`src/verilog/opdec_pkg.sv`:
```
// Package: opcode decoder constants, enums and field layouts
package opdec_pkg;

	// Prefix bytes that open the extended pages
	localparam logic [7:0] PAGE2_PREFIX = 8'h10;
	localparam logic [7:0] PAGE3_PREFIX = 8'h11;

	// Individually decoded opcodes
	localparam logic [7:0] OP_HALT_WAIT   = 8'h13;
	localparam logic [7:0] OP_LONG_ALWAYS = 8'h16;
	localparam logic [7:0] OP_LONG_CALL   = 8'h17;
	localparam logic [7:0] OP_BCD_ADJUST  = 8'h19;
	localparam logic [7:0] OP_FLAGS_OR    = 8'h1A;
	localparam logic [7:0] OP_FLAGS_AND   = 8'h1C;
	localparam logic [7:0] OP_SIGN_EXT    = 8'h1D;
	localparam logic [7:0] OP_SWAP_REGS   = 8'h1E;
	localparam logic [7:0] OP_COPY_REG    = 8'h1F;
	localparam logic [7:0] OP_SUB_RETURN  = 8'h39;
	localparam logic [7:0] OP_ADD_B_INDEX = 8'h3A;
	localparam logic [7:0] OP_INT_RETURN  = 8'h3B;
	localparam logic [7:0] OP_MASK_WAIT   = 8'h3C;
	localparam logic [7:0] OP_UNS_MUL     = 8'h3D;
	localparam logic [7:0] OP_SOFT_TRAP   = 8'h3F;
	localparam logic [7:0] OP_SHORT_CALL  = 8'h8D;
	localparam logic [7:0] OP_CMP_IMM16   = 8'h83;

	// Base cycle counts
	localparam logic [4:0] CYC_HALT_WAIT   = 5'h02;
	localparam logic [4:0] CYC_LONG_ALWAYS = 5'h05;
	localparam logic [4:0] CYC_LONG_CALL   = 5'h09;
	localparam logic [4:0] CYC_FLAGS_IMM   = 5'h03;
	localparam logic [4:0] CYC_INHERENT    = 5'h02;
	localparam logic [4:0] CYC_SWAP_REGS   = 5'h08;
	localparam logic [4:0] CYC_COPY_REG    = 5'h06;
	localparam logic [4:0] CYC_STACK_OP    = 5'h05;
	localparam logic [4:0] CYC_SUB_RETURN  = 5'h05;
	localparam logic [4:0] CYC_ADD_B_INDEX = 5'h03;
	localparam logic [4:0] CYC_INT_RETURN  = 5'h06;
	localparam logic [4:0] CYC_MASK_WAIT   = 5'h14;
	localparam logic [4:0] CYC_UNS_MUL     = 5'h0B;
	localparam logic [4:0] CYC_SOFT_TRAP1  = 5'h13;
	localparam logic [4:0] CYC_SOFT_TRAP23 = 5'h14;
	localparam logic [4:0] CYC_SHORT_CALL  = 5'h07;
	localparam logic [4:0] CYC_SHORT_BR    = 5'h03;
	localparam logic [4:0] CYC_LONG_BR     = 5'h05;
	localparam logic [4:0] CYC_RMW_DIRECT  = 5'h06;
	localparam logic [4:0] CYC_RMW_INDEXED = 5'h06;
	localparam logic [4:0] CYC_RMW_EXT     = 5'h07;
	localparam logic [4:0] CYC_ALU_IMM8    = 5'h02;
	localparam logic [4:0] CYC_CMP_IMM16   = 5'h05;
	localparam logic [4:0] CYC_NOP         = 5'h02;

	// Register codes in the exchange / copy postbyte
	localparam int        POST_SRC_LSB = 4;
	localparam int        POST_DST_LSB = 0;
	localparam logic [3:0] REG16_LAST  = 4'h5;
	localparam logic [3:0] REG8_FIRST  = 4'h8;
	localparam logic [3:0] REG8_LAST   = 4'hB;

	// Idle bus cycle appearance
	localparam logic [15:0] IDLE_ADDR = 16'hFFFF;

	// Operation classes
	typedef enum logic [4:0] {
		OPC_ILLEGAL, OPC_NOP, OPC_HALT_WAIT, OPC_BCD_ADJUST,
		OPC_FLAGS_OR, OPC_FLAGS_AND, OPC_SIGN_EXT, OPC_SWAP,
		OPC_COPY, OPC_PUSH_SYS, OPC_PULL_SYS, OPC_PUSH_USR,
		OPC_PULL_USR, OPC_SUB_RETURN, OPC_ADD_B_INDEX,
		OPC_INT_RETURN, OPC_MASK_WAIT, OPC_UNS_MUL, OPC_SOFT_TRAP,
		OPC_BRANCH, OPC_CALL, OPC_RMW, OPC_ALU_A, OPC_CMP_D,
		OPC_OTHER
	} op_class_e;

	// Addressing modes
	typedef enum logic [2:0] {
		MODE_INHERENT, MODE_IMMED, MODE_DIRECT, MODE_INDEXED,
		MODE_EXTENDED, MODE_RELATIVE
	} addr_mode_e;

	// Bus cycle kinds of a sequenced instruction
	typedef enum logic [2:0] {
		BUS_FETCH, BUS_IDLE, BUS_ADDR_READ, BUS_ADDR_WRITE,
		BUS_STACK_WRITE
	} bus_kind_e;

	// Decoded result
	typedef struct packed {
		op_class_e  op;
		addr_mode_e mode;
		logic [4:0] cycles;
		logic [1:0] bytes;
		logic       variable;
		logic       page;
		logic       legal;
	} decode_s;

endpackage
```
`src/verilog/opdec_if.sv`:
```
// Interface: decoded result carried from the lookup to the sequencer
`timescale 1ns/1ps
`default_nettype none
interface opdec_if;
	logic [7:0]          opcode;
	logic [1:0]          page;
	opdec_pkg::decode_s  result;

	modport lookup (input opcode, input page, output result);
	modport user   (output opcode, output page, input result);
endinterface
`default_nettype wire

```
`src/verilog/cpu8_opcode_decoder.sv`:
```
// Top: opcode decoder with page prefixes and bus-cycle sequencing
// Overview of operation
// - Table counts are base; extras added on
// - Long call sequences six ordered bus cycles, steps 3 to 8
// - 3D unsigned multiply, 11 cycles, one byte
// - 1D sign-extends B into A, 2 cycles
// - 3A adds B to X, 3 cycles
// - 3C masks flags then waits, 20 cycles
// - 13 halts until interrupt, 2 cycles
// - Traps 3F 19, prefixed 3F 20 cycles
// - 34 to 37 stack push/pull, 5+ cycles
// - Swap 8, copy 6; like sizes only
// - Short branch 3; long 5, taken 6
// - Short call 7, long call 9, long 5
// - 19 decimal adjust, 2 cycles, one byte
// - 1A OR, 1C AND into flags, 3 cycles
// - 39 return 5 cycles, 3B interrupt return
// - Modify rows: direct, indexed, extended counts
// - Row 80 immediate A ops, 2 cycles
// - A, B, flags, page selectable for stacks
// - Postbyte: high nibble source, low destination
// - Idle cycle drives FFFF, read, status low
`timescale 1ns/1ps
`default_nettype none
module cpu8_opcode_decoder (
	input  wire logic        core_clk_in,
	input  wire logic        rst_in,
	input  wire logic        byte_valid_in,
	input  wire logic [7:0]  byte_in,
	input  wire logic        postbyte_valid_in,
	input  wire logic [7:0]  postbyte_in,
	input  wire logic        branch_taken_in,
	input  wire logic [4:0]  extra_cycles_in,
	input  wire logic [15:0] operand_addr_in,
	input  wire logic [15:0] stack_addr_in,
	output logic             decode_valid_out,
	output logic [4:0]       op_class_out,
	output logic [2:0]       addr_mode_out,
	output logic [4:0]       cycles_out,
	output logic [1:0]       bytes_out,
	output logic             illegal_out,
	output logic             postbyte_ok_out,
	output logic [7:0]       stack_sel_mask_out,
	output logic             busy_out,
	output logic [15:0]      bus_addr_out,
	output logic             bus_read_out,
	output logic             bus_status_line_out,
	output logic [2:0]       bus_kind_out
);
	// Sequencer phases
	typedef enum logic [1:0] {ST_FETCH, ST_PREFIXED, ST_SEQ} phase_e;

	typedef struct packed {
		phase_e             phase;
		logic [1:0]         page;
		logic               valid;
		opdec_pkg::decode_s res;
		logic               post_ok;
		logic [3:0]         step;
		logic               seq_call;
		logic [15:0]        addr;
		logic               rd;
		logic [2:0]         kind;
	} state_s;

	state_s cur;
	state_s next_cur;

	opdec_if dec ();
	assign dec.opcode = byte_in;
	assign dec.page   = cur.page;

	opdec_lookup u_lookup (
		.dec (dec)
	);

	// Postbyte check: like sizes only, defined codes only
	function automatic logic pair_ok(input logic [7:0] pb);
		logic [3:0] s;
		logic [3:0] d;
		s = pb[opdec_pkg::POST_SRC_LSB +: 4];
		d = pb[opdec_pkg::POST_DST_LSB +: 4];
		return ((s <= opdec_pkg::REG16_LAST) && (d <= opdec_pkg::REG16_LAST))
			|| ((s >= opdec_pkg::REG8_FIRST) && (s <= opdec_pkg::REG8_LAST)
			&& (d >= opdec_pkg::REG8_FIRST) && (d <= opdec_pkg::REG8_LAST));
	endfunction

	// Bus kind of each step of the two sequenced instructions
	function automatic opdec_pkg::bus_kind_e seq_kind(
		input logic call, input logic [3:0] st);
		if (st < 4'h3)
			return opdec_pkg::BUS_FETCH;
		if (call) begin
			case (st)
				4'h5:    return opdec_pkg::BUS_ADDR_READ;
				4'h7,
				4'h8:    return opdec_pkg::BUS_STACK_WRITE;
				default: return opdec_pkg::BUS_IDLE;
			endcase
		end
		case (st)
			4'h4:    return opdec_pkg::BUS_ADDR_READ;
			4'h6:    return opdec_pkg::BUS_ADDR_WRITE;
			default: return opdec_pkg::BUS_IDLE;
		endcase
	endfunction

	// Next-state computation
	always_comb begin
		opdec_pkg::bus_kind_e k;
		next_cur = cur;
		next_cur.valid = 1'b0;
		k = opdec_pkg::BUS_IDLE;
		case (cur.phase)
			ST_FETCH,
			ST_PREFIXED: begin
				if (byte_valid_in) begin
					if (cur.phase == ST_FETCH && (byte_in == opdec_pkg::PAGE2_PREFIX
						|| byte_in == opdec_pkg::PAGE3_PREFIX)) begin
						next_cur.phase = ST_PREFIXED;
						next_cur.page = (byte_in == opdec_pkg::PAGE2_PREFIX)
							? 2'h1 : 2'h2;
					end else begin
						next_cur.valid = 1'b1;
						next_cur.res = dec.result;
						next_cur.page = 2'h0;
						next_cur.phase = ST_FETCH;
						// Add extras on top of base count for every entry flagged variable
						if (dec.result.variable)
							next_cur.res.cycles = dec.result.cycles
								+ extra_cycles_in;
						if (dec.result.op == opdec_pkg::OPC_BRANCH
							&& dec.result.page && branch_taken_in)
							next_cur.res.cycles = opdec_pkg::CYC_LONG_BR
								+ 5'h01;
						if ((cur.page == 2'h0 && byte_in == opdec_pkg::OP_LONG_CALL)
							|| (cur.page == 2'h0 && byte_in == 8'h7A)) begin
							next_cur.phase = ST_SEQ;
							next_cur.seq_call = (byte_in == opdec_pkg::OP_LONG_CALL);
							next_cur.step = 4'h3;
						end
					end
				end
				if (postbyte_valid_in)
					next_cur.post_ok = pair_ok(postbyte_in);
			end
			ST_SEQ: begin
				k = seq_kind(cur.seq_call, cur.step);
				next_cur.step = cur.step + 4'h1;
				if ((cur.seq_call && cur.step == 4'h8)
					|| (!cur.seq_call && cur.step == 4'h6)) begin
					next_cur.phase = ST_FETCH;
					next_cur.step = 4'h0;
				end
			end
			default: next_cur.phase = ST_FETCH;
		endcase
		// Bus appearance for the next cycle
		next_cur.kind = k;
		next_cur.rd = 1'b1;
		next_cur.addr = opdec_pkg::IDLE_ADDR;
		if (k == opdec_pkg::BUS_ADDR_READ || k == opdec_pkg::BUS_ADDR_WRITE)
			next_cur.addr = operand_addr_in;
		if (k == opdec_pkg::BUS_STACK_WRITE)
			next_cur.addr = stack_addr_in;
		if (k == opdec_pkg::BUS_ADDR_WRITE || k == opdec_pkg::BUS_STACK_WRITE)
			next_cur.rd = 1'b0;
	end

	// State register
	always_ff @(posedge core_clk_in) begin
		if (rst_in) begin
			cur <= '0;
			cur.res.op <= opdec_pkg::OPC_NOP;
			cur.rd <= 1'b1;
			cur.addr <= opdec_pkg::IDLE_ADDR;
			cur.kind <= 3'(opdec_pkg::BUS_IDLE);
		end else begin
			cur <= next_cur;
		end
	end

	// Outputs straight from the state register, bar the constant stack mask and status line
	assign decode_valid_out = cur.valid;
	assign op_class_out     = cur.res.op;
	assign addr_mode_out    = cur.res.mode;
	assign cycles_out       = cur.res.cycles;
	assign bytes_out        = cur.res.bytes;
	assign illegal_out      = cur.valid && !cur.res.legal;
	assign postbyte_ok_out  = cur.post_ok;
	// All of A, B, flags, page bits always allowed; stack own pointer masked
	assign stack_sel_mask_out = 8'hBF;
	assign busy_out         = (cur.phase != ST_FETCH);
	assign bus_addr_out     = cur.addr;
	assign bus_read_out     = cur.rd;
	assign bus_status_line_out = 1'b0;
	assign bus_kind_out     = cur.kind;

	// Assertions
	a_idle_bus_shape: assert property (@(posedge core_clk_in) disable iff (rst_in)
		bus_kind_out == 3'(opdec_pkg::BUS_IDLE) |-> bus_addr_out == 16'hFFFF
		&& bus_read_out) else $error("idle cycle bus wrong");
	a_mul_decode: assert property (@(posedge core_clk_in) disable iff (rst_in)
		byte_valid_in && cur.phase == ST_FETCH && byte_in == 8'h3D |=>
		cycles_out == 5'h0B && bytes_out == 2'h1)
		else $error("mul decode");
	a_sext_decode: assert property (@(posedge core_clk_in) disable iff (rst_in)
		byte_valid_in && cur.phase == ST_FETCH && byte_in == 8'h1D |=>
		cycles_out == 5'h02) else $error("sign extend decode");
	a_mask_and_wait_op_decode: assert property (@(posedge core_clk_in) disable iff (rst_in)
		byte_valid_in && cur.phase == ST_FETCH && byte_in == 8'h3C |=>
		cycles_out == 5'h14 && bytes_out == 2'h2)
		else $error("mask wait");
	a_trap_decode: assert property (@(posedge core_clk_in) disable iff (rst_in)
		byte_valid_in && cur.phase == ST_FETCH && byte_in == 8'h3F |=>
		cycles_out == 5'h13) else $error("soft trap count");
	a_prefix_trap: assert property (@(posedge core_clk_in) disable iff (rst_in)
		byte_valid_in && cur.phase == ST_FETCH && byte_in == 8'h10 ##1
		byte_valid_in && byte_in == 8'h3F |=> cycles_out == 5'h14)
		else $error("prefixed trap count");
	// A pending prefix also raises busy, so only a running sequence counts
	a_call_length: assert property (@(posedge core_clk_in) disable iff (rst_in)
		$rose(busy_out) && cur.phase == ST_SEQ && cur.seq_call |->
		busy_out [*6] ##1 !busy_out)
		else $error("long call length");
	a_dec_write: assert property (@(posedge core_clk_in) disable iff (rst_in)
		$rose(busy_out) && cur.phase == ST_SEQ && !cur.seq_call |->
		##4 !bus_read_out)
		else $error("extended decrement write");
	a_status_low: assert property (@(posedge core_clk_in) disable iff (rst_in)
		!bus_status_line_out) else $error("bus status high");

	c_long_call: cover property (@(posedge core_clk_in) disable iff (rst_in)
		$rose(busy_out) && cur.phase == ST_SEQ && cur.seq_call);
	c_ext_dec: cover property (@(posedge core_clk_in) disable iff (rst_in)
		$rose(busy_out) && cur.phase == ST_SEQ && !cur.seq_call);
	c_illegal: cover property (@(posedge core_clk_in) disable iff (rst_in)
		illegal_out);
	c_prefixed: cover property (@(posedge core_clk_in) disable iff (rst_in)
		decode_valid_out && cur.res.page);
endmodule
`default_nettype wire

```
`src/verilog/opdec_lookup.sv`:
```
// Module: combinational opcode lookup over the three opcode pages
`timescale 1ns/1ps
`default_nettype none
module opdec_lookup (
	opdec_if.lookup dec
);
	// Builds one result record
	function automatic opdec_pkg::decode_s mk(
		input opdec_pkg::op_class_e  op,
		input opdec_pkg::addr_mode_e mode,
		input logic [4:0]            cyc,
		input logic [1:0]            nb,
		input logic                  var_cyc
	);
		opdec_pkg::decode_s r;
		r.op = op;
		r.mode = mode;
		r.cycles = cyc;
		r.bytes = nb;
		r.variable = var_cyc;
		r.page = 1'b0;
		r.legal = (op != opdec_pkg::OPC_ILLEGAL);
		return r;
	endfunction

	// Page 1 table; unused slots decode as a harmless illegal no-op
	always_comb begin
		logic [7:0] o;
		o = dec.opcode;
		dec.result = mk(opdec_pkg::OPC_ILLEGAL, opdec_pkg::MODE_INHERENT,
			opdec_pkg::CYC_NOP, 2'h1, 1'b0);
		if (dec.page == 2'h0) begin
			case (o)
				8'h12: dec.result = mk(opdec_pkg::OPC_NOP, opdec_pkg::MODE_INHERENT,
					opdec_pkg::CYC_NOP, 2'h1, 1'b0);
				opdec_pkg::OP_HALT_WAIT: dec.result = mk(opdec_pkg::OPC_HALT_WAIT,
					opdec_pkg::MODE_INHERENT, opdec_pkg::CYC_HALT_WAIT, 2'h1,
					1'b0);
				opdec_pkg::OP_LONG_ALWAYS: dec.result = mk(opdec_pkg::OPC_BRANCH,
					opdec_pkg::MODE_RELATIVE, opdec_pkg::CYC_LONG_ALWAYS, 2'h3,
					1'b0);
				opdec_pkg::OP_LONG_CALL: dec.result = mk(opdec_pkg::OPC_CALL,
					opdec_pkg::MODE_RELATIVE, opdec_pkg::CYC_LONG_CALL, 2'h3,
					1'b0);
				opdec_pkg::OP_BCD_ADJUST: dec.result = mk(opdec_pkg::OPC_BCD_ADJUST,
					opdec_pkg::MODE_INHERENT, opdec_pkg::CYC_INHERENT, 2'h1,
					1'b0);
				opdec_pkg::OP_FLAGS_OR: dec.result = mk(opdec_pkg::OPC_FLAGS_OR,
					opdec_pkg::MODE_IMMED, opdec_pkg::CYC_FLAGS_IMM, 2'h2,
					1'b0);
				opdec_pkg::OP_FLAGS_AND: dec.result = mk(opdec_pkg::OPC_FLAGS_AND,
					opdec_pkg::MODE_IMMED, opdec_pkg::CYC_FLAGS_IMM, 2'h2,
					1'b0);
				opdec_pkg::OP_SIGN_EXT: dec.result = mk(opdec_pkg::OPC_SIGN_EXT,
					opdec_pkg::MODE_INHERENT, opdec_pkg::CYC_INHERENT, 2'h1,
					1'b0);
				opdec_pkg::OP_SWAP_REGS: dec.result = mk(opdec_pkg::OPC_SWAP,
					opdec_pkg::MODE_INHERENT, opdec_pkg::CYC_SWAP_REGS, 2'h2,
					1'b0);
				opdec_pkg::OP_COPY_REG: dec.result = mk(opdec_pkg::OPC_COPY,
					opdec_pkg::MODE_INHERENT, opdec_pkg::CYC_COPY_REG, 2'h2,
					1'b0);
				8'h34: dec.result = mk(opdec_pkg::OPC_PUSH_SYS,
					opdec_pkg::MODE_INHERENT, opdec_pkg::CYC_STACK_OP, 2'h2,
					1'b1);
				8'h35: dec.result = mk(opdec_pkg::OPC_PULL_SYS,
					opdec_pkg::MODE_INHERENT, opdec_pkg::CYC_STACK_OP, 2'h2,
					1'b1);
				8'h36: dec.result = mk(opdec_pkg::OPC_PUSH_USR,
					opdec_pkg::MODE_INHERENT, opdec_pkg::CYC_STACK_OP, 2'h2,
					1'b1);
				8'h37: dec.result = mk(opdec_pkg::OPC_PULL_USR,
					opdec_pkg::MODE_INHERENT, opdec_pkg::CYC_STACK_OP, 2'h2,
					1'b1);
				opdec_pkg::OP_SUB_RETURN: dec.result = mk(opdec_pkg::OPC_SUB_RETURN,
					opdec_pkg::MODE_INHERENT, opdec_pkg::CYC_SUB_RETURN, 2'h1,
					1'b0);
				opdec_pkg::OP_ADD_B_INDEX: dec.result = mk(
					opdec_pkg::OPC_ADD_B_INDEX, opdec_pkg::MODE_INHERENT,
					opdec_pkg::CYC_ADD_B_INDEX, 2'h1, 1'b0);
				opdec_pkg::OP_INT_RETURN: dec.result = mk(opdec_pkg::OPC_INT_RETURN,
					opdec_pkg::MODE_INHERENT, opdec_pkg::CYC_INT_RETURN, 2'h1,
					1'b1);
				opdec_pkg::OP_MASK_WAIT: dec.result = mk(opdec_pkg::OPC_MASK_WAIT,
					opdec_pkg::MODE_IMMED, opdec_pkg::CYC_MASK_WAIT, 2'h2,
					1'b0);
				opdec_pkg::OP_UNS_MUL: dec.result = mk(opdec_pkg::OPC_UNS_MUL,
					opdec_pkg::MODE_INHERENT, opdec_pkg::CYC_UNS_MUL, 2'h1,
					1'b0);
				opdec_pkg::OP_SOFT_TRAP: dec.result = mk(opdec_pkg::OPC_SOFT_TRAP,
					opdec_pkg::MODE_INHERENT, opdec_pkg::CYC_SOFT_TRAP1, 2'h1,
					1'b0);
				opdec_pkg::OP_SHORT_CALL: dec.result = mk(opdec_pkg::OPC_CALL,
					opdec_pkg::MODE_RELATIVE, opdec_pkg::CYC_SHORT_CALL, 2'h2,
					1'b0);
				default: begin
					// Row decode for branches, memory modify and A-operand rows 8x to Bx
					if (o[7:4] == 4'h2)
						dec.result = mk(opdec_pkg::OPC_BRANCH,
							opdec_pkg::MODE_RELATIVE, opdec_pkg::CYC_SHORT_BR, 2'h2,
							1'b0);
					else if (rmw_slot(o[3:0]) && o[7:4] == 4'h0)
						dec.result = mk(opdec_pkg::OPC_RMW, opdec_pkg::MODE_DIRECT,
							opdec_pkg::CYC_RMW_DIRECT, 2'h2, 1'b0);
					else if (rmw_slot(o[3:0]) && o[7:4] == 4'h6)
						dec.result = mk(opdec_pkg::OPC_RMW, opdec_pkg::MODE_INDEXED,
							opdec_pkg::CYC_RMW_INDEXED, 2'h2, 1'b1);
					else if (rmw_slot(o[3:0]) && o[7:4] == 4'h7)
						dec.result = mk(opdec_pkg::OPC_RMW, opdec_pkg::MODE_EXTENDED,
							opdec_pkg::CYC_RMW_EXT, 2'h3, 1'b0);
					else if (o[7:4] == 4'h8 && o != 8'h83 && o != 8'h87
						&& o[3:0] < 4'hC)
						dec.result = mk(opdec_pkg::OPC_ALU_A, opdec_pkg::MODE_IMMED,
							opdec_pkg::CYC_ALU_IMM8, 2'h2, 1'b0);
					else if (o[7:4] >= 4'h9 && o[7:4] <= 4'hB && o[3:0] < 4'hC
						&& o[3:0] != 4'h3 && !(o[7:4] == 4'h9 && o[3:0] == 4'h7))
						dec.result = mk(opdec_pkg::OPC_ALU_A, row_mode(o[7:4]),
							opdec_pkg::CYC_NOP, 2'h2, 1'b1);
					else if (o >= 8'h30)
						dec.result = mk(opdec_pkg::OPC_OTHER, opdec_pkg::MODE_INHERENT,
							opdec_pkg::CYC_NOP, 2'h1, 1'b1);
				end
			endcase
		end else begin
			// Extended pages
			if (dec.page == 2'h1 && o[7:4] == 4'h2 && o != 8'h20)
				dec.result = mk(opdec_pkg::OPC_BRANCH, opdec_pkg::MODE_RELATIVE,
					opdec_pkg::CYC_LONG_BR, 2'h3, 1'b1);
			else if (o == opdec_pkg::OP_SOFT_TRAP)
				dec.result = mk(opdec_pkg::OPC_SOFT_TRAP, opdec_pkg::MODE_INHERENT,
					opdec_pkg::CYC_SOFT_TRAP23, 2'h2, 1'b0);
			else if (o == opdec_pkg::OP_CMP_IMM16)
				dec.result = mk(opdec_pkg::OPC_CMP_D, opdec_pkg::MODE_IMMED,
					opdec_pkg::CYC_CMP_IMM16, 2'h3, 1'b0);
			else if (o >= 8'h80)
				dec.result = mk(opdec_pkg::OPC_OTHER, row_mode(o[7:4]),
					opdec_pkg::CYC_NOP, 2'h3, 1'b1);
			dec.result.page = 1'b1;
		end
	end

	// Read-modify-write slots used in a memory row
	function automatic logic rmw_slot(input logic [3:0] lo);
		return !(lo == 4'h1 || lo == 4'h2 || lo == 4'h5 || lo == 4'hB);
	endfunction

	// Mode implied by the row of an operand opcode
	function automatic opdec_pkg::addr_mode_e row_mode(input logic [3:0] hi);
		case (hi[1:0])
			2'h0:    return opdec_pkg::MODE_IMMED;
			2'h1:    return opdec_pkg::MODE_DIRECT;
			2'h2:    return opdec_pkg::MODE_INDEXED;
			default: return opdec_pkg::MODE_EXTENDED;
		endcase
	endfunction
endmodule
`default_nettype wire

```
`config.mk`:
```
export PLATFORM = sky130hd
export DESIGN_NAME = cpu8_opcode_decoder
export DESIGN_NICKNAME = d
export VERILOG_FILES = /design/src/verilog/opdec_pkg.sv /design/src/verilog/opdec_if.sv /design/src/verilog/cpu8_opcode_decoder.sv /design/src/verilog/opdec_lookup.sv
export SDC_FILE = /design/constraint.sdc
export NUM_CORES = 1
export LEC_CHECK = 0
export BUFFER_PORTS_ARGS = -buffer_cell sky130_fd_sc_hd__clkbuf_2
export CORE_ASPECT_RATIO = 1.75
export CORE_MARGIN = 3
export CORE_UTILIZATION = 53
export DETAILED_ROUTE_END_ITERATION = 8
export GPL_TIMING_DRIVEN = 0
export PLACE_DENSITY_LB_ADDON = 0.2
export SYNTH_ARGS = -nofsm -noshare
export SYNTH_HDL_FRONTEND = slang
export SYNTH_SLANG_ARGS = --single-unit
export TNS_END_PERCENT = 30
```
`constraint.sdc`:
```
create_clock -name core_clk_in -period 3.95 [get_ports core_clk_in]
set_input_delay 0.5925 -clock core_clk_in [delete_from_list [all_inputs] [get_ports core_clk_in]]
set_output_delay 0.5925 -clock core_clk_in [all_outputs]
set_load 0.01 [all_outputs]
```
---- Word-level counts from Yosys, hierarchy flattened ----
Cells that the tools add are included.
operators by class
  reduce and logical (&&, ||, !) cells .... 53
  magnitude comparators ................... 12
  add/subtract/negate cells ............... 2
  mux-type cells .......................... 43
  bitwise gates (word level) .............. 3
  equality and inequality tests ........... 57
operator list
  operator            number
  $pmux 18 s21        1
  $mux 18             12
  $eq 8x5->1 const B  12
  $eq 8x6->1 const B  10
  $eq 4x3->1 const B  8
  $mux 16             2
  $logic_and 1x1->1   25
  $mux 5              5
  $mux 23             1
  $mux 19             1
  $eq 4x4->1 const B  4
  $eq 8x8->1 const B  2
  $ne 8x8->1 const B  2
  $mux 3              5
  $ge 4x4->1 const B  3
  $le 4x4->1 const B  3
  $logic_or 1x1->1    9
  $pmux 3 s3          1
  $eq 4x2->1 const B  2
  $eq 8x7->1 const B  1
  $ge 8x6->1 const B  1
  $ge 8x8->1 const B  1
  $le 4x3->1 const B  2
  $mux 4              2
  other kinds (28)    55
storage, ports and cells
  output and inout port bits .............. 48
  logic and storage cells ................. 186
  register bits after elaboration ......... 49

---- Longest topological paths before layout ----
Gate-level depths: netlist of run 1.
  depth in word-level cells ............... 20
  depth in mapped cells ................... 19
  depth with buffers taken out ............ 17

---- Cells and area by module ----
Synthesis of run 1 repeated with hierarchy kept, for this count alone.
second synthesis, totals
  cell total of the unflattened synthesis .. 495
  area, all modules ....................... 3,842.4 µm²
modules (own cells, without submodules)
  module               area each (µm²)  cells each  times used
  cpu8_opcode_decoder  2,432.3          277         1
  opdec_lookup         1,410.1          218         1

---- Worst setup path after synthesis of run 1 ----
No wires, ideal clock.
  kind .................................... input to register
  start ................................... input byte_in[5]
  end ..................................... register cur, in the netlist cycles_out[4]
  required time ........................... 3.830 ns
  data arrival time ....................... 3.244 ns
  setup slack ............................. 0.585 ns
  stages on the path ...................... 19
  path through ............................ inv_1 > ha_1 > or3b_1 > buf_6 > nor4_4 > nor2_2 > nand3_2 > buf_6 > a2bb2oi_1 > and2_1 > ha_1 > inv_1 > fa_1 > inv_1 > a21o_1 > a21oi_1 > xnor2_1 > nand4_1 > nand3_1
on the way
  word-level cells in the longest chain between the ends .. 17
  elaborated cells between the ends (all ways) .. 74
RTL lines
  element                                              RTL line                    text
  start: declaration                                   cpu8_opcode_decoder.sv:29   input wire logic [7:0] byte_in,
  branches (longest 17 deep; another with $ge 4x4->1)  --
  end signal: assignment                               cpu8_opcode_decoder.sv:179  cur <= next_cur;
  end: declaration                                     cpu8_opcode_decoder.sv:66   state_s cur;
Several ways; the timed one is not identified.
A chain may end at the register's enable or synchronous reset.

---- Final worst setup path of run 1 ----
Ends and elaborated chain as after synthesis.

==> results of run 1 <==
## cell usage after synthesis (4+ instances only)
master and n:
clkbuf_1 14, o2111ai_1 4, or2_2 8, nor2b_1 15
ha_1 13, buf_4 45, a211oi_1 7, nand2_1 27
nor3_1 11, a21o_1 5, dfxtp_1 47, or3_1 6
nand2b_1 26, nand4_1 7, nor2_1 39, a21oi_1 37
o211ai_1 4, o21ai_0 16, and2_1 6, nand3b_1 7
o22ai_1 26, nand3_1 13, buf_2 10, xnor2_1 4
a31oi_1 5, o31ai_1 5, inv_1 14
## power breakdown
part | internal, uW | switching (uW) | total [uW]
logic | 128 | 155 | 283
registers | 490 | 8.52 | 498
clock network | 233 | 172 | 406
total | 851 | 336 | 1190
## flip-flops by register name, indices dropped and copies added, names as in the netlist
name,count
addr_mode_out,3
decode_valid_out,1
bus_addr_out,16
bus_read_out,1
postbyte_ok_out,1
dec.page,2
bus_kind_out,3
bytes_out,2
cur,8
cycles_out,5
op_class_out,5
## how the worst max path moves through the flow
stage / to / slack (ps) / depth (start not counted) / start
CTS: cycles_out[4] / 260 / 17 / byte_in[4]
detailed placement: cycles_out[4] / -30 / 19 / byte_in[4]
global route: cycles_out[4] / 10 / 19 / byte_in[5]
global placement: cycles_out[4] / -1 / 18 / byte_in[4]
finish: cycles_out[4] / 310 / 20 / byte_in[5]
floorplan: cycles_out[4] / 590 / 19 / byte_in[5]
## through the flow
| step | power (uW) | util [%] |
|---|---|---|
| floorplan | 695 | - |
| global placement | 782 | 64.9 |
| detailed placement | 788 | 64.9 |
| CTS | 1190 | 67.0 |
| global route | 1240 | 67.1 |
| finish | 1190 | 67.1 |
## repair_timing
| item | 4_1_cts | 5_1_grt |
|---|---|---|
| gates resized for setup | 0 | 2 |
| hold endpoints to repair | 0 | 0 |
| endpoints found under the setup margin | 0 | 1 |
## critical path, cell delays in order
cell,delay (ps)
clkbuf_2,110
inv_1,80
ha_1,260
or3b_1,390
buf_6,160
nor4_4,220
nor2_2,120
nand3_2,110
buf_6,140
a2bb2oi_1,280
and2_1,180
ha_1,160
inv_1,50
fa_1,390
inv_1,70
a21o_1,100
a21oi_1,70
xnor2_1,140
nand4_1,120
nand3_1,110
## layout by cell type (no fill, tap or decap), types with 8 or more instances in the layout
cell and count:
nand3_1 13, buf_2 10, a21oi_1 37, ha_1 13, clkbuf_2 93, nor3_1 11, buf_4 45, dfxtp_1 47
o22ai_1 25, nor2b_1 15, nand2_1 27, nor2_1 39, o21ai_0 16, inv_1 14, nand2b_1 26, or2_2 8
conb_1 9, clkbuf_1 15
## metal layers
layer	track usage, %	share of wire (%)	vias to the layer above
met1	27.1	34	1808
met5	0	0	-
met3	2.65	5.0	49
met4	19.7	6.4	0
li1	-	-	1903
met2	55.2	55	168
## kinds of logic after synthesis
family | synth area share [%]
buffers and inverters | 13.9
flip-flops | 25.2
XOR/XNOR | 1.17
AND/OR/NAND/NOR | 28.4
AO/OA/AOI/OAI | 25.8
adder cells (fa/ha/maj) | 4.88
other | 0.201
multiplexers | 0.535
## layout make-up
class	count	area, um^2	area share [%]
Timing Repair Buffer	93	465	10.4
Clock inverter	2	12.5	0.279
Tap cell	82	103	2.29
Buffer	72	467	10.4
Sequential cell	47	941	21.0
Multi-Input combinational cell	357	2320	51.7
Inverter	14	52.6	1.17
Clock buffer	6	129	2.87
==> impl_metrics.toml, run 1 <==
[placement]
hpwl_mm = 9.44
dpl_cell_area_mm2 = 0.00434
io_buffers = 93
dp.cells = 665
pre_cts_ws_ps = -32.2
gp_congestion = 0.965

[min_path]
whs_endpoint = "op_class_out[1]"
hold_start = "op_class_out[1]"
whs_path_depth = 2
hold_path_class = "flop to flop"

[cts]
cts_buffers = 5
root_buffer = "clkbuf_16"
cts_tree = "done"
clock_latency_ps = 290
htreeDepth = 2
cts_buffer_depth = 2
post_cts_buffers = 0
cts_hold_buf = 0
cts.sink_count = 47
clkTransAtPathRegs_ps = 60

[timing]
setup_viol = 0
fin_ws_ps = 305
rsz0062_at_grt = "no"
period_share_pct = 92.3
slew_headroom_pct = 57.8
fin_setup_tns_ps = 0
min_period_ps = 3640
worst_slew_pin_slew_ps = 631
hold_violations = 0
slew_viol_final = 0
fmax_mhz = 274
skew_ps = 4.46
hold_slack_ps = 456

[drt]
wl_per_cell_um = 17.1
route.vias.total = 3928
first_iter_violations = 164
dr.pass1.iters = 5
drt_wl_total_mm = 11.5
drc_errors = 0
routed_via_density = 5.84
antenna_left = 0

[logic_synthesis]
ys_seq_area_share_pct = 25.2
synth_area_leader_cell = "dfxtp_1"
yosysUniqueCellTypes = 71
yosys-top-cells-area = "dfxtp_1, buf_4, a21oi_1, ha_1, nand2b_1"
syn_avg_cell_area_um2 = 7.75
synth_edf_count = 0
synth_cells = 483
ys_seq_elements = 47
netlist_area_mm2 = 0.00374
synth_top_area_share_pct = 25.2
ys.flop_type = "dfxtp_1"
async_reset_ff_share_pct = 0
yosys_warnings = 0

[floorplanning]
initial_core_util_pct = 56.0
core_mm2 = 0.00669
die_x_um = 69.5
dieArea_mm2 = 0.00814
io_pins = 106
rows = 39
die_height_um = 117

[setup_path]
startpoint_type = "input port"
r2r_cells = 13
cp.required_ps = 4180
worst-path-max-fanout = 10
reg2reg_slack_ps = 1150
rr_startpoint = "dec.page[0]"
endpoint_kind = "flop"
crit_arrival_ps = 3880
path_class = "input port to flop"
rr_endpoint = "cycles_out[4]"

[global_routing]
grt_antenna_before_repair = 0
grt_pass1_vias = 3872
grt-ovfl-total = 0
track_usage_pct = 28.1
grt_max_degree = 15
grt_pass1_wl_mm = 18.3

[pwr]
p_leak_uw = 0.00200
peakVddDrop_uv = 173
p_per_area_mw_per_mm2 = 265

[finish]
final_area_mm2 = 0.00449
nNetsFinal = 662
fillers = 614
area_delta_synth_final_pct = 20.0
final_cells = 673
n_antenna_cell = 0
drive_above_1_share_pct = 30.5

[job]
cap_violations = 0

[status]
status = "complete, no violations"
Power figures use the tool's default switching activity.
==> run 2: changes to the inputs <==
--- a/config.mk
+++ b/config.mk
@@ -6,9 +6,11 @@
 export NUM_CORES = 1
 export LEC_CHECK = 0
 export BUFFER_PORTS_ARGS = -buffer_cell sky130_fd_sc_hd__clkbuf_2
+export CELL_PAD_IN_SITES_DETAIL_PLACEMENT = 0
+export CELL_PAD_IN_SITES_GLOBAL_PLACEMENT = 1
 export CORE_ASPECT_RATIO = 1.75
 export CORE_MARGIN = 3
-export CORE_UTILIZATION = 53
+export CORE_UTILIZATION = 38
 export DETAILED_ROUTE_END_ITERATION = 8
 export GPL_TIMING_DRIVEN = 0
 export PLACE_DENSITY_LB_ADDON = 0.2
==> run 2 against run 1 <==
Sequential share of layout area is 0.34 points lower. Power is 6.9% higher. Final cell count is 5.9% higher. Critical endpoint unchanged. Flip-flop and latch count stayed put. Count of clock-buffer cells in the layout stayed put.
==> impl_metrics.toml, run 2 (synthesis gave the netlist of run 1 again) <==
[cts]
cts_hold_buf = 0
htreeDepth = 2
post_cts_buffers = 0
root_buffer = "clkbuf_16"
clock_latency_ps = 290
cts_tree = "done"
cts_buffer_depth = 2
cts.sink_count = 47
clkTransAtPathRegs_ps = 60
cts.repair.resized = 0
cts_buffers = 5

[pwr]
p_clk_share_pct = 38.4
peakVddDrop_uv = 210
p_total_uw = 1270
seq_power_share_pct = 39.2
p_leak_uw = 0.00201
p_sw_uw = 337
internal-power_uw = 932
p_comb_share_pct = 22.4
p_per_area_mw_per_mm2 = 278
sw_frac_of_total_pct = 26.6

[setup_path]
worst-path-max-fanout = 10
path_class = "input port to flop"
endpoint_kind = "flop"
rr_startpoint = "dec.page[0]"
startpoint_type = "input port"
crit_arrival_ps = 3940
startpoint = "byte_in[4]"
r2r_cells = 13
cp.required_ps = 4180

[global_routing]
grt-ovfl-total = 0
grt_pass1_wl_mm = 17.7
grt_max_degree = 15
grt_antenna_before_repair = 0
track_usage_pct = 20.5
grt_pass1_vias = 3675

[placement]
io_buffers = 93
gp_congestion = 0.946
hpwl_mm = 9.44
dpl_cell_area_mm2 = 0.00439

[finish]
multi_input_area_mm2 = 0.00231
final_common_cell = "clkbuf_2"
nNetsFinal = 662
n_antenna_cell = 0
largest_register_ffs = 16
regArea_um2 = 941
area_delta_synth_final_pct = 21.9
drive_above_1_share_pct = 30.5
layout_common_cells = "clkbuf_2, dfxtp_1, buf_4"
fillers = 1034
final_area_mm2 = 0.00456

[floorplanning]
core_mm2 = 0.00953
die_height_um = 137
rows = 47
dieArea_mm2 = 0.0111
die_x_um = 81.0
initial_core_util_pct = 39.3
io_pins = 106

[min_path]
whs_path_depth = 2
hold_path_class = "flop to flop"
hold_start = "op_class_out[1]"

[timing]
slew_headroom_pct = 57.6
period_share_pct = 93.9
worst_slew_pin_slew_ps = 633
setup_viol = 0
fin_setup_tns_ps = 0
hold_violations = 0
fmax_mhz = 270
slew_viol_final = 0
skew_ps = 2.42
hold_slack_ps = 458
rsz0062_at_grt = "no"
min_period_ps = 3710

[status]
status = "complete, no violations"

[drt]
antenna_left = 0
route.vias.total = 3769
drt_wl_total_mm = 11.5
routed_via_density = 5.29
first_iter_violations = 154
wl_per_cell_um = 16.2
drc_errors = 0
dr.pass1.iters = 4

[job]
cap_violations = 0
[run 2: metal layers]
| layer | wire length, um | global-route usage (%) |
|---|---|---|
| met5 | 0 | 0 |
| met4 | 548 | 12.8 |
| met3 | 426 | 1.37 |
| met2 | 6260 | 38.8 |
| met1 | 4300 | 21.1 |
[run 2: final cells by class]
cell class	instances	area share (%)
multi-input cells	357	50.6
well taps	122	3.35
clock buffers	6	3.04
plain buffers	72	10.2
inverters	14	1.15
repair buffers	93	10.2
clock inverters	2	0.768
flip-flops and latches	47	20.6
[run 2: worst max-delay path: stages]
cell and delay [ps]:
clkbuf_2 120, inv_1 80, ha_1 270, nand3b_1 230, o31a_4 410, a2bb2oi_4 190, nand3_2 110, buf_6 140
a2bb2oi_1 310, and2_1 200, ha_1 170, inv_1 60, fa_1 390, inv_1 80, a21o_1 110, a21oi_1 70
xnor2_1 180, nand4_1 120, nand3_1 110
[run 2: final timing paths]
| path | to | slack, ps |
|---|---|---|
| worst min register to register | op_class_out[1] | 460 |
| worst max register to register | cycles_out[4] | 1030 |
| worst min-delay path | op_class_out[1] | 460 |
| worst max-delay path | cycles_out[4] | 240 |
[run 2: power by group through the flow]
stage | registers [uW] | clock network [uW] | logic, uW
6_report | 498 | 488 | 284
5_1_grt | 500 | 518 | 311
4_1_cts | 498 | 498 | 283
3_5_place_dp | 509 | 0 | 282
3_3_place_gp | 508 | 0 | 279
2_1_floorplan | 507 | 0 | 188
[run 2: through the flow]
stage / util (%) / worst slack (ps) / std cells
2_1_floorplan: - / 585 / 490
3_3_place_gp: 46.0 / -8.97 / 705
3_5_place_dp: 46.0 / -83.8 / 705
4_1_cts: 47.9 / 203 / 713
5_1_grt: 47.9 / 11.9 / 713
6_report: 47.9 / 242 / 713
==> run 3: changes to the inputs <==
--- a/config.mk
+++ b/config.mk
@@ -9,7 +9,7 @@
 export CELL_PAD_IN_SITES_DETAIL_PLACEMENT = 0
 export CELL_PAD_IN_SITES_GLOBAL_PLACEMENT = 1
 export CORE_ASPECT_RATIO = 1.75
-export CORE_MARGIN = 3
+export CORE_MARGIN = 2
 export CORE_UTILIZATION = 38
 export DETAILED_ROUTE_END_ITERATION = 8
 export GPL_TIMING_DRIVEN = 0
==> run 3 against run 2 <==
Sequential share of layout area grew 0.11 points. Count of clock-buffer cells in the layout rose by 1. Power fell by 4.6%. Clock skew grew 3.4 ps. Routed wire length fell by 1.2%. Critical path depth increased by 1. Highest routed layer unchanged. Clock power down 12%. Maximum frequency grew 0.34%. Cell area shrank 0.55%. Combinational power about the same. Flip-flop and latch count stayed put. Setup slack improved by 13 ps. Critical endpoint unchanged.
==> impl_metrics.toml, run 3 (synthesis gave the netlist of run 1 again) <==
[status]
status = "complete, no violations"

[pwr]
p_sw_uw = 340
sw_frac_of_total_pct = 28.1
p_leak_uw = 0.00200
seq_power_share_pct = 41.1
p_per_area_mw_per_mm2 = 267
p_comb_share_pct = 23.5
internal-power_uw = 871
peakVddDrop_uv = 270
p_clk_share_pct = 35.4
p_total_uw = 1210

[min_path]
whs_endpoint = "op_class_out[2]"
whs_path_depth = 2
hold_start = "op_class_out[2]"
hold_path_class = "flop to flop"

[floorplanning]
core_mm2 = 0.00953
dieArea_mm2 = 0.0107
initial_core_util_pct = 39.3
die_height_um = 135
rows = 47
io_pins = 106
die_x_um = 79.0

[drt]
route.vias.total = 3857
drt_wl_total_mm = 11.4
antenna_left = 0
drc_errors = 0
first_iter_violations = 158
wl_per_cell_um = 16.0
dr.pass1.iters = 5
routed_via_density = 5.41

[cts]
clock_latency_ps = 290
post_cts_buffers = 0
cts_buffer_depth = 2
cts.repair.resized = 0
cts.sink_count = 47
cts_tree = "done"
clkTransAtPathRegs_ps = 70
root_buffer = "clkbuf_16"
cts_hold_buf = 0
htreeDepth = 2
cts_buffers = 5

[finish]
nNetsFinal = 662
drive_above_1_share_pct = 30.1
final_common_cell = "clkbuf_2"
largest_register_ffs = 16
n_antenna_cell = 0
area_delta_synth_final_pct = 21.3
layout_common_cells = "clkbuf_2, dfxtp_1, buf_4"

[timing]
worst_slew_pin_slew_ps = 619
hold_violations = 0
period_share_pct = 93.6
min_period_ps = 3700
hold_slack_ps = 453
setup_viol = 0
slew_viol_final = 0
slew_headroom_pct = 58.6
fmax_mhz = 271
rsz0062_at_grt = "no"
skew_ps = 5.79

[setup_path]
r2r_cells = 13
endpoint_kind = "flop"
path_class = "input port to flop"
crit_buf_inv = 6
slowest_stage = "or3b_1"
crit_arrival_ps = 3930
worst-path-max-fanout = 10
reg2reg_slack_ps = 1110
rr_startpoint = "dec.page[0]"
crit_top_cell = "inv_1"
crit_chain = "clkbuf_2, inv_1, ha_1, or3b_1, buf_6, nor4_4, nor2_2, nand3_2, buf_6, a2bb2oi_1, and2_1, ha_1, inv_1, fa_1, inv_1, a21o_1, a21oi_1, xnor2_1, nand4_1, nand3_1"
rr_endpoint = "cycles_out[4]"
cp_top_family = "simple AND/OR/NAND/NOR gates"
max_stage_delay_ps = 390
cp.required_ps = 4180
startpoint_type = "input port"

[placement]
hpwl_mm = 9.26
gp_congestion = 0.933
io_buffers = 93

[global_routing]
grt_pass1_vias = 3842
grt-ovfl-total = 0
grt_antenna_before_repair = 0
grt_pass1_wl_mm = 18.1
grt_max_degree = 15
track_usage_pct = 21.5

[job]
cap_violations = 0
run 3: cell types whose count changed in the layout (fill, tap and decap cells not counted), sizes merged:
| cell | before | now |
|---|---|---|
| clkbuf | 113 | 114 |
| bufinv | 1 | 0 |
run 3: area by class of cell:
type / instances / area (um^2)
Fill cell: 1024 / 4990
Multi-Input combinational cell: 357 / 2310
Sequential cell: 47 / 941
Buffer: 72 / 467
Timing Repair Buffer: 93 / 465
Tap cell: 122 / 153
Clock buffer: 7 / 143
Inverter: 14 / 52.6
Clock inverter: 1 / 8.76
run 3: worst register-to-register path, stage by stage, from the launching register on:
cell and delay [ps]:
dfxtp_1 330, nor2_1 500, nor2_1 200, a2bb2oi_1 320, and2_1 190, ha_1 170, inv_1 60, fa_1 390
inv_1 70, a21o_1 100, a21oi_1 70, xnor2_1 130, nand4_1 110, nand3_1 120
run 3: worst max-delay path by stage:
stage / from / endpoint / cells past startpoint
after floorplan: byte_in[5] / cycles_out[4] / 19
after global placement: byte_in[5] / cycles_out[4] / 20
after detailed placement: byte_in[5] / cycles_out[4] / 20
after CTS: byte_in[5] / cycles_out[4] / 20
after global routing: byte_in[5] / cycles_out[4] / 20
final: byte_in[5] / cycles_out[4] / 20
run 3: per-stage QoR:
step           TNS, ps  std cells  setup slack, ps  utilization, %  instance area, um^2
3_5_place_dp     -19.8        705            -19.8            46.0                 4390
2_1_floorplan        0        490              585               -                 3770
6_report             0        713              255            47.6                 4540
4_1_cts              0        713              269            47.6                 4540
5_1_grt              0        713             60.5            47.6                 4540
3_3_place_gp         0        705             17.0            46.0                 4390
run 3: metal layers:
layer	wire length, um	GRT usage (%)	share of wire, %	up-vias
met5	0	0	0	-
met4	623	14.5	5.5	0
met3	479	1.73	4.2	45
met2	6060	40.6	53	139
met1	4230	21.9	37	1770
li1	-	-	-	1903
run 3: power by group through the flow:
stage	logic [uW]	clock network, uW	registers (uW)
global route	312	462	499
floorplan	188	0	507
CTS	283	442	498
finish	284	429	498
detailed placement	282	0	509
global placement	279	0	508
